**src/logic/rtc_trim_alarm_pkg.sv**
```systemverilog
// Constants and carriers shared by the alarm and trim block.
// Assumes BCD time fields from the calendar counters on the system clock.
package rtc_trim_alarm_pkg;

	// ----------------------------------------
	// Register addresses (4-bit pointer)
	// ----------------------------------------
	localparam logic [3:0] ADDR_TRIM = 4'h7;
	localparam logic [3:0] ADDR_WEEKLY_ALARM_MINUTE = 4'h8;
	localparam logic [3:0] ADDR_WEEKLY_ALARM_HOUR = 4'h9;
	localparam logic [3:0] ADDR_WEEKLY_ALARM_DAY_MASK = 4'hA;
	localparam logic [3:0] ADDR_DAILY_ALARM_MINUTE = 4'hB;
	localparam logic [3:0] ADDR_DAILY_ALARM_HOUR = 4'hC;

	// ----------------------------------------
	// Field widths and positions
	// ----------------------------------------
	localparam int MINUTE_W = 7;
	localparam int HOUR_W = 6;
	localparam int DAY_MASK_W = 7;
	localparam int TRIM_DIR_BIT = 6;
	localparam int TRIM_LOCK_BIT = 7;

	// ----------------------------------------
	// Reset values
	// ----------------------------------------
	localparam logic [7:0] TRIM_RESET = 8'h00;
	localparam logic [6:0] MINUTE_RESET = 7'h00;
	localparam logic [5:0] HOUR_RESET = 6'h00;
	localparam logic [6:0] DAY_MASK_RESET = 7'h00;

	// ----------------------------------------
	// Timing counts in crystal pulses and in seconds
	// ----------------------------------------
	localparam logic [15:0] PULSES_PER_SECOND = 16'h8000;
	localparam int TRIM_STEP_PULSES = 2;
	localparam int TRIM_INTERVAL_SECONDS = 20;
	localparam logic [6:0] TRIM_SECOND_A = 7'h00;
	localparam logic [6:0] TRIM_SECOND_B = 7'h20;
	localparam logic [6:0] TRIM_SECOND_C = 7'h40;

	// Current time as seen from the calendar counters
	typedef struct packed {
		logic [6:0] second;
		logic [6:0] minute;
		logic [5:0] hour;
		logic [2:0] weekday;
	} time_now_t;

	// Register access strobe with its data
	typedef struct packed {
		logic wr_en;
		logic [3:0] addr;
		logic [7:0] wdata;
	} reg_req_t;

endpackage

```
**src/logic/rtc_trim_alarm.sv**
```systemverilog
// Alarm comparators, their registers and the second-length trim unit.
// Assumes the serial port decodes frames into reg_req_t strobes on the
// system clock, and that the crystal pulse arrives asynchronously.
`timescale 1ns/1ps

module rtc_trim_alarm (
	input wire logic i_sys_clk,
	input wire logic i_reset_n,
	input wire logic i_xtal_pulse,
	input wire logic i_osc_stop_flag,
	input wire rtc_trim_alarm_pkg::time_now_t i_time_now,
	input wire rtc_trim_alarm_pkg::reg_req_t i_reg_req,
	output logic [7:0] o_reg_rdata,
	output logic o_second_tick,
	output logic o_weekly_alarm_match,
	output logic o_daily_alarm_match
);
	import rtc_trim_alarm_pkg::*;

	// ----------------------------------------
	// Helper functions
	// ----------------------------------------

	// Signed pulse offset for a trim setting; the result is added
	// to the nominal count, never to the oscillator itself
	function automatic logic signed [8:0] trim_offset(input logic [7:0] trim);
		logic [5:0] mag;
		logic signed [8:0] off;
		mag = trim[5:0];
		off = 9'sh000;
		if (trim[TRIM_LOCK_BIT] || mag[5:1] == 5'h00) begin
			off = 9'sh000;
		end else if (!trim[TRIM_DIR_BIT]) begin
			off = 9'(({3'h0, mag} - 9'h001) * TRIM_STEP_PULSES);
		end else begin
			off = -9'(({3'h0, ~mag} + 9'h001) * TRIM_STEP_PULSES);
		end
		return off;
	endfunction

	// Hit when the second counter sits on 00, 20 or 40
	function automatic logic trim_second(input logic [6:0] sec);
		return sec == TRIM_SECOND_A || sec == TRIM_SECOND_B || sec == TRIM_SECOND_C;
	endfunction

	// ----------------------------------------
	// Crystal pulse synchroniser
	// ----------------------------------------
	logic xtal_meta;
	logic xtal_sync;
	logic xtal_prev;
	logic stop_meta;
	logic stop_sync;

	// Two flops before any logic looks at the pin
	always_ff @(posedge i_sys_clk or negedge i_reset_n) begin
		if (!i_reset_n) begin
			xtal_meta <= 1'b0;
			xtal_sync <= 1'b0;
			xtal_prev <= 1'b0;
		end else begin
			xtal_meta <= i_xtal_pulse;
			xtal_sync <= xtal_meta;
			xtal_prev <= xtal_sync;
		end
	end

	// Stop flag comes from the supply monitor, so sync it too
	always_ff @(posedge i_sys_clk or negedge i_reset_n) begin
		if (!i_reset_n) begin
			stop_meta <= 1'b0;
			stop_sync <= 1'b0;
		end else begin
			stop_meta <= i_osc_stop_flag;
			stop_sync <= stop_meta;
		end
	end

	logic xtal_rise;
	assign xtal_rise = xtal_sync && !xtal_prev;

	// ----------------------------------------
	// Register bank
	// ----------------------------------------
	logic [7:0] trim;
	logic [6:0] weekly_alarm_minute;
	logic [5:0] weekly_alarm_hour;
	logic [6:0] weekly_alarm_day_mask;
	logic [6:0] daily_alarm_minute;
	logic [5:0] daily_alarm_hour;

	logic wr_trim;
	assign wr_trim = i_reg_req.wr_en && i_reg_req.addr == ADDR_TRIM;

	// Trim register; stop flag forces it clear so a dead
	// oscillator never leaves a stale correction behind
	always_ff @(posedge i_sys_clk or negedge i_reset_n) begin
		if (!i_reset_n) begin
			trim <= TRIM_RESET;
		end else if (stop_sync) begin
			trim <= TRIM_RESET;
		end else if (wr_trim) begin
			trim <= i_reg_req.wdata;
		end
	end

	// Alarm registers keep only their used bits; contents after a
	// stop are whatever was there, which software must treat as junk
	always_ff @(posedge i_sys_clk or negedge i_reset_n) begin
		if (!i_reset_n) begin
			weekly_alarm_minute <= MINUTE_RESET;
			weekly_alarm_hour <= HOUR_RESET;
			weekly_alarm_day_mask <= DAY_MASK_RESET;
			daily_alarm_minute <= MINUTE_RESET;
			daily_alarm_hour <= HOUR_RESET;
		end else if (i_reg_req.wr_en) begin
			case (i_reg_req.addr)
				ADDR_WEEKLY_ALARM_MINUTE: begin
					weekly_alarm_minute <= i_reg_req.wdata[MINUTE_W-1:0];
				end
				ADDR_WEEKLY_ALARM_HOUR: begin
					weekly_alarm_hour <= i_reg_req.wdata[HOUR_W-1:0];
				end
				ADDR_WEEKLY_ALARM_DAY_MASK: begin
					weekly_alarm_day_mask <= i_reg_req.wdata[DAY_MASK_W-1:0];
				end
				ADDR_DAILY_ALARM_MINUTE: begin
					daily_alarm_minute <= i_reg_req.wdata[MINUTE_W-1:0];
				end
				ADDR_DAILY_ALARM_HOUR: begin
					daily_alarm_hour <= i_reg_req.wdata[HOUR_W-1:0];
				end
				default: begin
				end
			endcase
		end
	end

	// Read mux, registered; unused bits and addresses return zero
	always_ff @(posedge i_sys_clk or negedge i_reset_n) begin
		if (!i_reset_n) begin
			o_reg_rdata <= 8'h00;
		end else begin
			case (i_reg_req.addr)
				ADDR_TRIM: o_reg_rdata <= trim;
				ADDR_WEEKLY_ALARM_MINUTE: o_reg_rdata <= {1'b0, weekly_alarm_minute};
				ADDR_WEEKLY_ALARM_HOUR: o_reg_rdata <= {2'b00, weekly_alarm_hour};
				ADDR_WEEKLY_ALARM_DAY_MASK: o_reg_rdata <= {1'b0, weekly_alarm_day_mask};
				ADDR_DAILY_ALARM_MINUTE: o_reg_rdata <= {1'b0, daily_alarm_minute};
				ADDR_DAILY_ALARM_HOUR: o_reg_rdata <= {2'b00, daily_alarm_hour};
				default: o_reg_rdata <= 8'h00;
			endcase
		end
	end

	// ----------------------------------------
	// Second counter with trim
	// ----------------------------------------
	logic [15:0] pulse_count;
	logic [15:0] second_target;
	logic trim_written;
	logic second_end;

	// Remember a trim write inside the running second, so the
	// boundary it falls on runs untrimmed; the write wins the race
	always_ff @(posedge i_sys_clk or negedge i_reset_n) begin
		if (!i_reset_n) begin
			trim_written <= 1'b0;
		end else if (wr_trim) begin
			trim_written <= 1'b1;
		end else if (second_end) begin
			trim_written <= 1'b0;
		end
	end

	// Target length of the running second: only seconds 00, 20, 40
	// are touched, which spreads one step over a 20 s interval
	always_comb begin
		second_target = PULSES_PER_SECOND;
		if (trim_second(i_time_now.second) && !trim_written && !wr_trim) begin
			second_target = 16'(PULSES_PER_SECOND + 16'(trim_offset(trim)));
		end
	end

	assign second_end = xtal_rise && (pulse_count + 16'h0001 >= second_target);

	// Only the count of pulses changes; the crystal runs untouched
	always_ff @(posedge i_sys_clk or negedge i_reset_n) begin
		if (!i_reset_n) begin
			pulse_count <= 16'h0000;
		end else if (second_end) begin
			pulse_count <= 16'h0000;
		end else if (xtal_rise) begin
			pulse_count <= pulse_count + 16'h0001;
		end
	end

	// One-cycle tick that advances the calendar counters
	always_ff @(posedge i_sys_clk or negedge i_reset_n) begin
		if (!i_reset_n) begin
			o_second_tick <= 1'b0;
		end else begin
			o_second_tick <= second_end;
		end
	end

	// ----------------------------------------
	// Alarm comparators
	// ----------------------------------------
	logic weekday_enabled;

	// Weekday 7 is not a valid day, so it never selects a mask bit
	always_comb begin
		weekday_enabled = 1'b0;
		if (i_time_now.weekday != 3'h7) begin
			weekday_enabled = weekly_alarm_day_mask[i_time_now.weekday];
		end
	end

	// Raw BCD compare; 12-hour codes (12 for midnight, 32 for noon)
	// match only because the counters use the same encoding
	always_ff @(posedge i_sys_clk or negedge i_reset_n) begin
		if (!i_reset_n) begin
			o_weekly_alarm_match <= 1'b0;
			o_daily_alarm_match <= 1'b0;
		end else begin
			o_weekly_alarm_match <= weekday_enabled
				&& i_time_now.minute == weekly_alarm_minute
				&& i_time_now.hour == weekly_alarm_hour;
			o_daily_alarm_match <= i_time_now.minute == daily_alarm_minute
				&& i_time_now.hour == daily_alarm_hour;
		end
	end

endmodule

```
**config.mk**
```make
export PLATFORM = sky130hd
export DESIGN_NAME = rtc_trim_alarm
export DESIGN_NICKNAME = d
export VERILOG_FILES = /design/src/logic/rtc_trim_alarm_pkg.sv /design/src/logic/rtc_trim_alarm.sv
export SDC_FILE = /design/constraint.sdc
export NUM_CORES = 1
export LEC_CHECK = 0
export BUFFER_PORTS_ARGS = -buffer_cell sky130_fd_sc_hd__buf_2
export CELL_PAD_IN_SITES_DETAIL_PLACEMENT = 0
export CELL_PAD_IN_SITES_GLOBAL_PLACEMENT = 1
export CORE_AREA = 8 8 106 108
export CTS_CLUSTER_SIZE = 20
export DETAILED_ROUTE_END_ITERATION = 10
export DIE_AREA = 0 0 114 116
export PLACE_DENSITY_LB_ADDON = 0.1
export SLEW_MARGIN = 10
export SYNTH_ARGS = -nofsm -noshare
export SYNTH_HDL_FRONTEND = slang
export SYNTH_SLANG_ARGS = --single-unit
```
**constraint.sdc**
```tcl
create_clock -name i_sys_clk -period 3.6 [get_ports i_sys_clk]
set_input_delay 0 -clock i_sys_clk [delete_from_list [all_inputs] [get_ports i_sys_clk]]
set_output_delay 0 -clock i_sys_clk [all_outputs]
set_load 0.03 [all_outputs]
```
==> results.sh <==
export IMPL_outcome="complete, no violations"
export IMPL_worstPathMaxFanout=8
export IMPL_dp_hpwl_um=8552
export IMPL_grt_pass1_wl_um=18880
export IMPL_grt_max_degree=75
export IMPL_clkSinkCount=74
export IMPL_hold_class="in -> reg"
export IMPL_gp_congestion=0.8619
export IMPL_crit_type="reg -> reg"
export IMPL_start_util_pct=45.13
export IMPL_start_kind="flop"
export IMPL_clkLatencyLatePin_ns=0.36
export IMPL_worst_pin_slew_ns=0.9566
export IMPL_hold_viol=0
export IMPL_num_nets_final=564
export IMPL_worstSetupStartpoint="trim[7]$_DFFE_PN0P_"
export IMPL_r2r_setup_slack_ns=0.20
export IMPL_dieHeight_um=116
export IMPL_worstPathRequired_ns=3.83
export IMPL_fmax_mhz=294.5
export IMPL_synth_cell_types=55
export IMPL_std_cell_rows=36
export IMPL_vdd_drop_max_v=0.0002340
export IMPL_overflow=0
export IMPL_end_kind="flop"
export IMPL_synth_area_leader_cell="dfrtp_1"
export IMPL_wl_per_cell_um=17.89
export IMPL_ys_flop_type="dfrtp_1"
export IMPL_worst_path_stages=11
export IMPL_clockBufferDepth=2
export IMPL_grt_pass1_vias=3712
export IMPL_ys_warn_count=0
export IMPL_die_w_um=114
export IMPL_num_vias=3526
export IMPL_setup_slack_ns=0.2048
export IMPL_fin_skew_ns=0.009397
export IMPL_syn_avg_cell_area_um2=10.04
export IMPL_preCtsSetupSlack_ns=0.1671
export IMPL_synth_area_leaders="dfrtp_1 (43%), mux2_2 (8.6%), ha_1 (5.2%), nand2_1 (5.0%), xnor2_1 (4.5%)"
export IMPL_htree_levels=3
export IMPL_hold_path_depth=3
export IMPL_cts_tree="done"
export IMPL_synth_nets=487
export IMPL_synth_async_reset_ratio_pct=100.0
export IMPL_fin_crit_sh_pct=94.31
export IMPL_worst_path_max_delay_cell="or4b_4"
export IMPL_clkTransAtPathRegs_ns=0.08
export IMPL_dieArea_mm2=0.01322
export IMPL_r2r_start="trim[7]$_DFFE_PN0P_"
export IMPL_r2r_cells=11
export IMPL_powerDensity_mw_per_mm2=471.3
export IMPL_pin_count=51
export IMPL_grt_use_total_pct=18.43
export IMPL_routed_wl_um=11520
export IMPL_drt_initial_drc_count=201
export IMPL_cap_viol_max_count=0
export IMPL_finalMaxSlewViolations=0
export IMPL_synth_common_cells="dfrtp_1 (74), nand2_1 (57), mux2_2 (33), xnor2_1 (22), xor2_1 (21)"
export IMPL_synth_edff_count=0
export IMPL_worst_path_buf_inv=1
export IMPL_synth_seq_cells=74
export IMPL_max_stage_delay_ns=0.54
export IMPL_drive_above_1_share_pct=24.66
export IMPL_via_per_inst=5.475
export IMPL_diodes=0
export IMPL_final_antenna_net_count=0
export IMPL_critical_path_top_delay_family="simple AND/OR/NAND/NOR gates"
export IMPL_fin_crit_ns=3.395
export IMPL_drc_errors=0
export IMPL_portBuffers=50
export IMPL_antenna_found_initial=0
export IMPL_synth_seq_area_share_pct=42.97
export IMPL_max_slew_margin_rel_pct=36.23
export IMPL_numCtsBuffers=9
export IMPL_synth_most_common_cell="dfrtp_1"
export IMPL_ctsRootBufferMaster="clkbuf_8"
export IMPL_core_area_mm2=0.009549
export IMPL_path_cells="nor4_1 -> nand2_1 -> or4b_4 -> a311o_2 -> ha_1 -> nand4_1 -> nor4_2 -> a2bb2oi_2 -> buf_4 -> a31oi_1 -> o22ai_1"
export IMPL_fin_util_pct=53.71
export IMPL_leakage_nw=2.270
export IMPL_dr_pass1_iters=5
export IMPL_min_from="i_reg_req[12]"
export IMPL_cp_arrival_ns=3.63
export IMPL_synth_top_area_share_pct=42.97
export IMPL_areaGrowthSynthToFinish_pct=19.02
export IMPL_postSynthCellCount=429
export IMPL_synth_area_mm2=0.004309
export IMPL_setup_viol=0
==> where the power goes <==
part	switching (mW)	internal, mW
clock network	0.338	0.254
logic	0.387	0.324
registers	0.144	0.970
total	0.869	1.55
==> layer usage <==
metal	part of all wire (%)	vias to the layer above	GRT usage, %	routed length, um
li1	-	1711	-	-
met1	43	1736	21.72	4993
met2	52	62	32.57	6021
met3	2.6	17	3.179	294
met4	1.9	0	7.542	215
met5	0	-	0	0
==> flip-flops by register name, indices dropped and copies added (netlist names) <==
| signal | flops |
|---|---|
| pulse_count | 16 |
| o_reg_rdata | 8 |
| trim | 8 |
| daily_alarm_minute | 7 |
| weekly_alarm_day_mask | 7 |
| weekly_alarm_minute | 7 |
| daily_alarm_hour | 6 |
| weekly_alarm_hour | 6 |
| o_daily_alarm_match | 1 |
| o_second_tick | 1 |
| o_weekly_alarm_match | 1 |
| stop_meta | 1 |
| stop_sync | 1 |
| trim_written | 1 |
| xtal_meta | 1 |
| xtal_prev | 1 |
| xtal_sync | 1 |
==> stage by stage <==
stage	cell area [um^2]	power [mW]	cells	hold WS, ns	setup TNS (ns)
2_1_floorplan	4309	1.548	429	-0.2956	0
3_3_place_gp	4753	1.791	610	0.1079	0
3_5_place_dp	4753	1.806	610	0.1118	0
4_1_cts	5106	2.420	644	0.07279	0
5_1_grt	5129	2.560	644	0.02507	-0.03680
6_report	5129	2.417	644	0.008631	0
==> cells in the final DEF (no fill, tap or decap), drive strengths merged, types with 5 or more instances in the layout <==
master       instances
xnor2               22
a31oi                8
dlygate4sd3         18
and3                 7
clkbuf              11
a222oi               5
nand4               10
nand3               20
nand2b               6
nor2b                5
nor4                 6
nand2               60
o22ai                6
o21ai               14
inv                 14
mux2                33
nor2                12
a21oi               15
dfrtp               74
a22oi                5
nor3                11
o211ai               8
ha                  18
buf                 61
xor2                21
==> cell families (layout without fill, tap and decap cells) <==
family	Yosys count	count (layout)	synth area share [%]
simple gates	154	154	18.61
compound gates	75	75	11.82
flops	74	74	42.97
xor+xnor	43	43	8.740
mux	38	38	10.08
buf+inv	27	109	2.555
fa+ha+maj	18	18	5.227
==> final cells by class <==
class | count | area (um^2)
flip-flops and latches | 74 | 1852
multi-input cells | 328 | 2370
clock inverters | 5 | 41.29
clock buffers | 11 | 131.4
fillers | 923 | 4420
inverters | 14 | 52.55
well taps | 133 | 166.4
repair buffers | 79 | 515.5
==> path summary, 6_finish.rpt <==
| kind | endpoint |
|---|---|
| max in group asynchronous | weekly_alarm_minute[2]$_DFFE_PN0P_ |
| worst max register to register | pulse_count[11]$_DFFE_PN0P_ |
| worst min-delay path | trim_written$_DFFE_PN0P_ |
| worst max-delay path | pulse_count[11]$_DFFE_PN0P_ |
| worst min register to register | xtal_sync$_DFF_PN0_ |
| min in group asynchronous | pulse_count[8]$_DFFE_PN0P_ |
==> repair_timing <==
| item | CTS | global route |
|---|---|---|
| endpoints found under the hold margin | 106 | 0 |
| buffers inserted | 0 | 0 |
| endpoints found under the setup margin | 0 | 16 |
| hold buffers | 18 | 0 |
| resized for setup | 0 | 4 |
==> worst reg2reg max path, cell delays in order (launching register included) <==
cell	delay (ns)
dfrtp_1	0.41
nor4_1	0.28
nand2_1	0.10
or4b_4	0.54
a311o_2	0.41
ha_1	0.35
nand4_1	0.18
nor4_2	0.37
a2bb2oi_2	0.14
buf_4	0.20
a31oi_1	0.17
o22ai_1	0.12
Note: power is estimated with default switching activity, not from simulation.
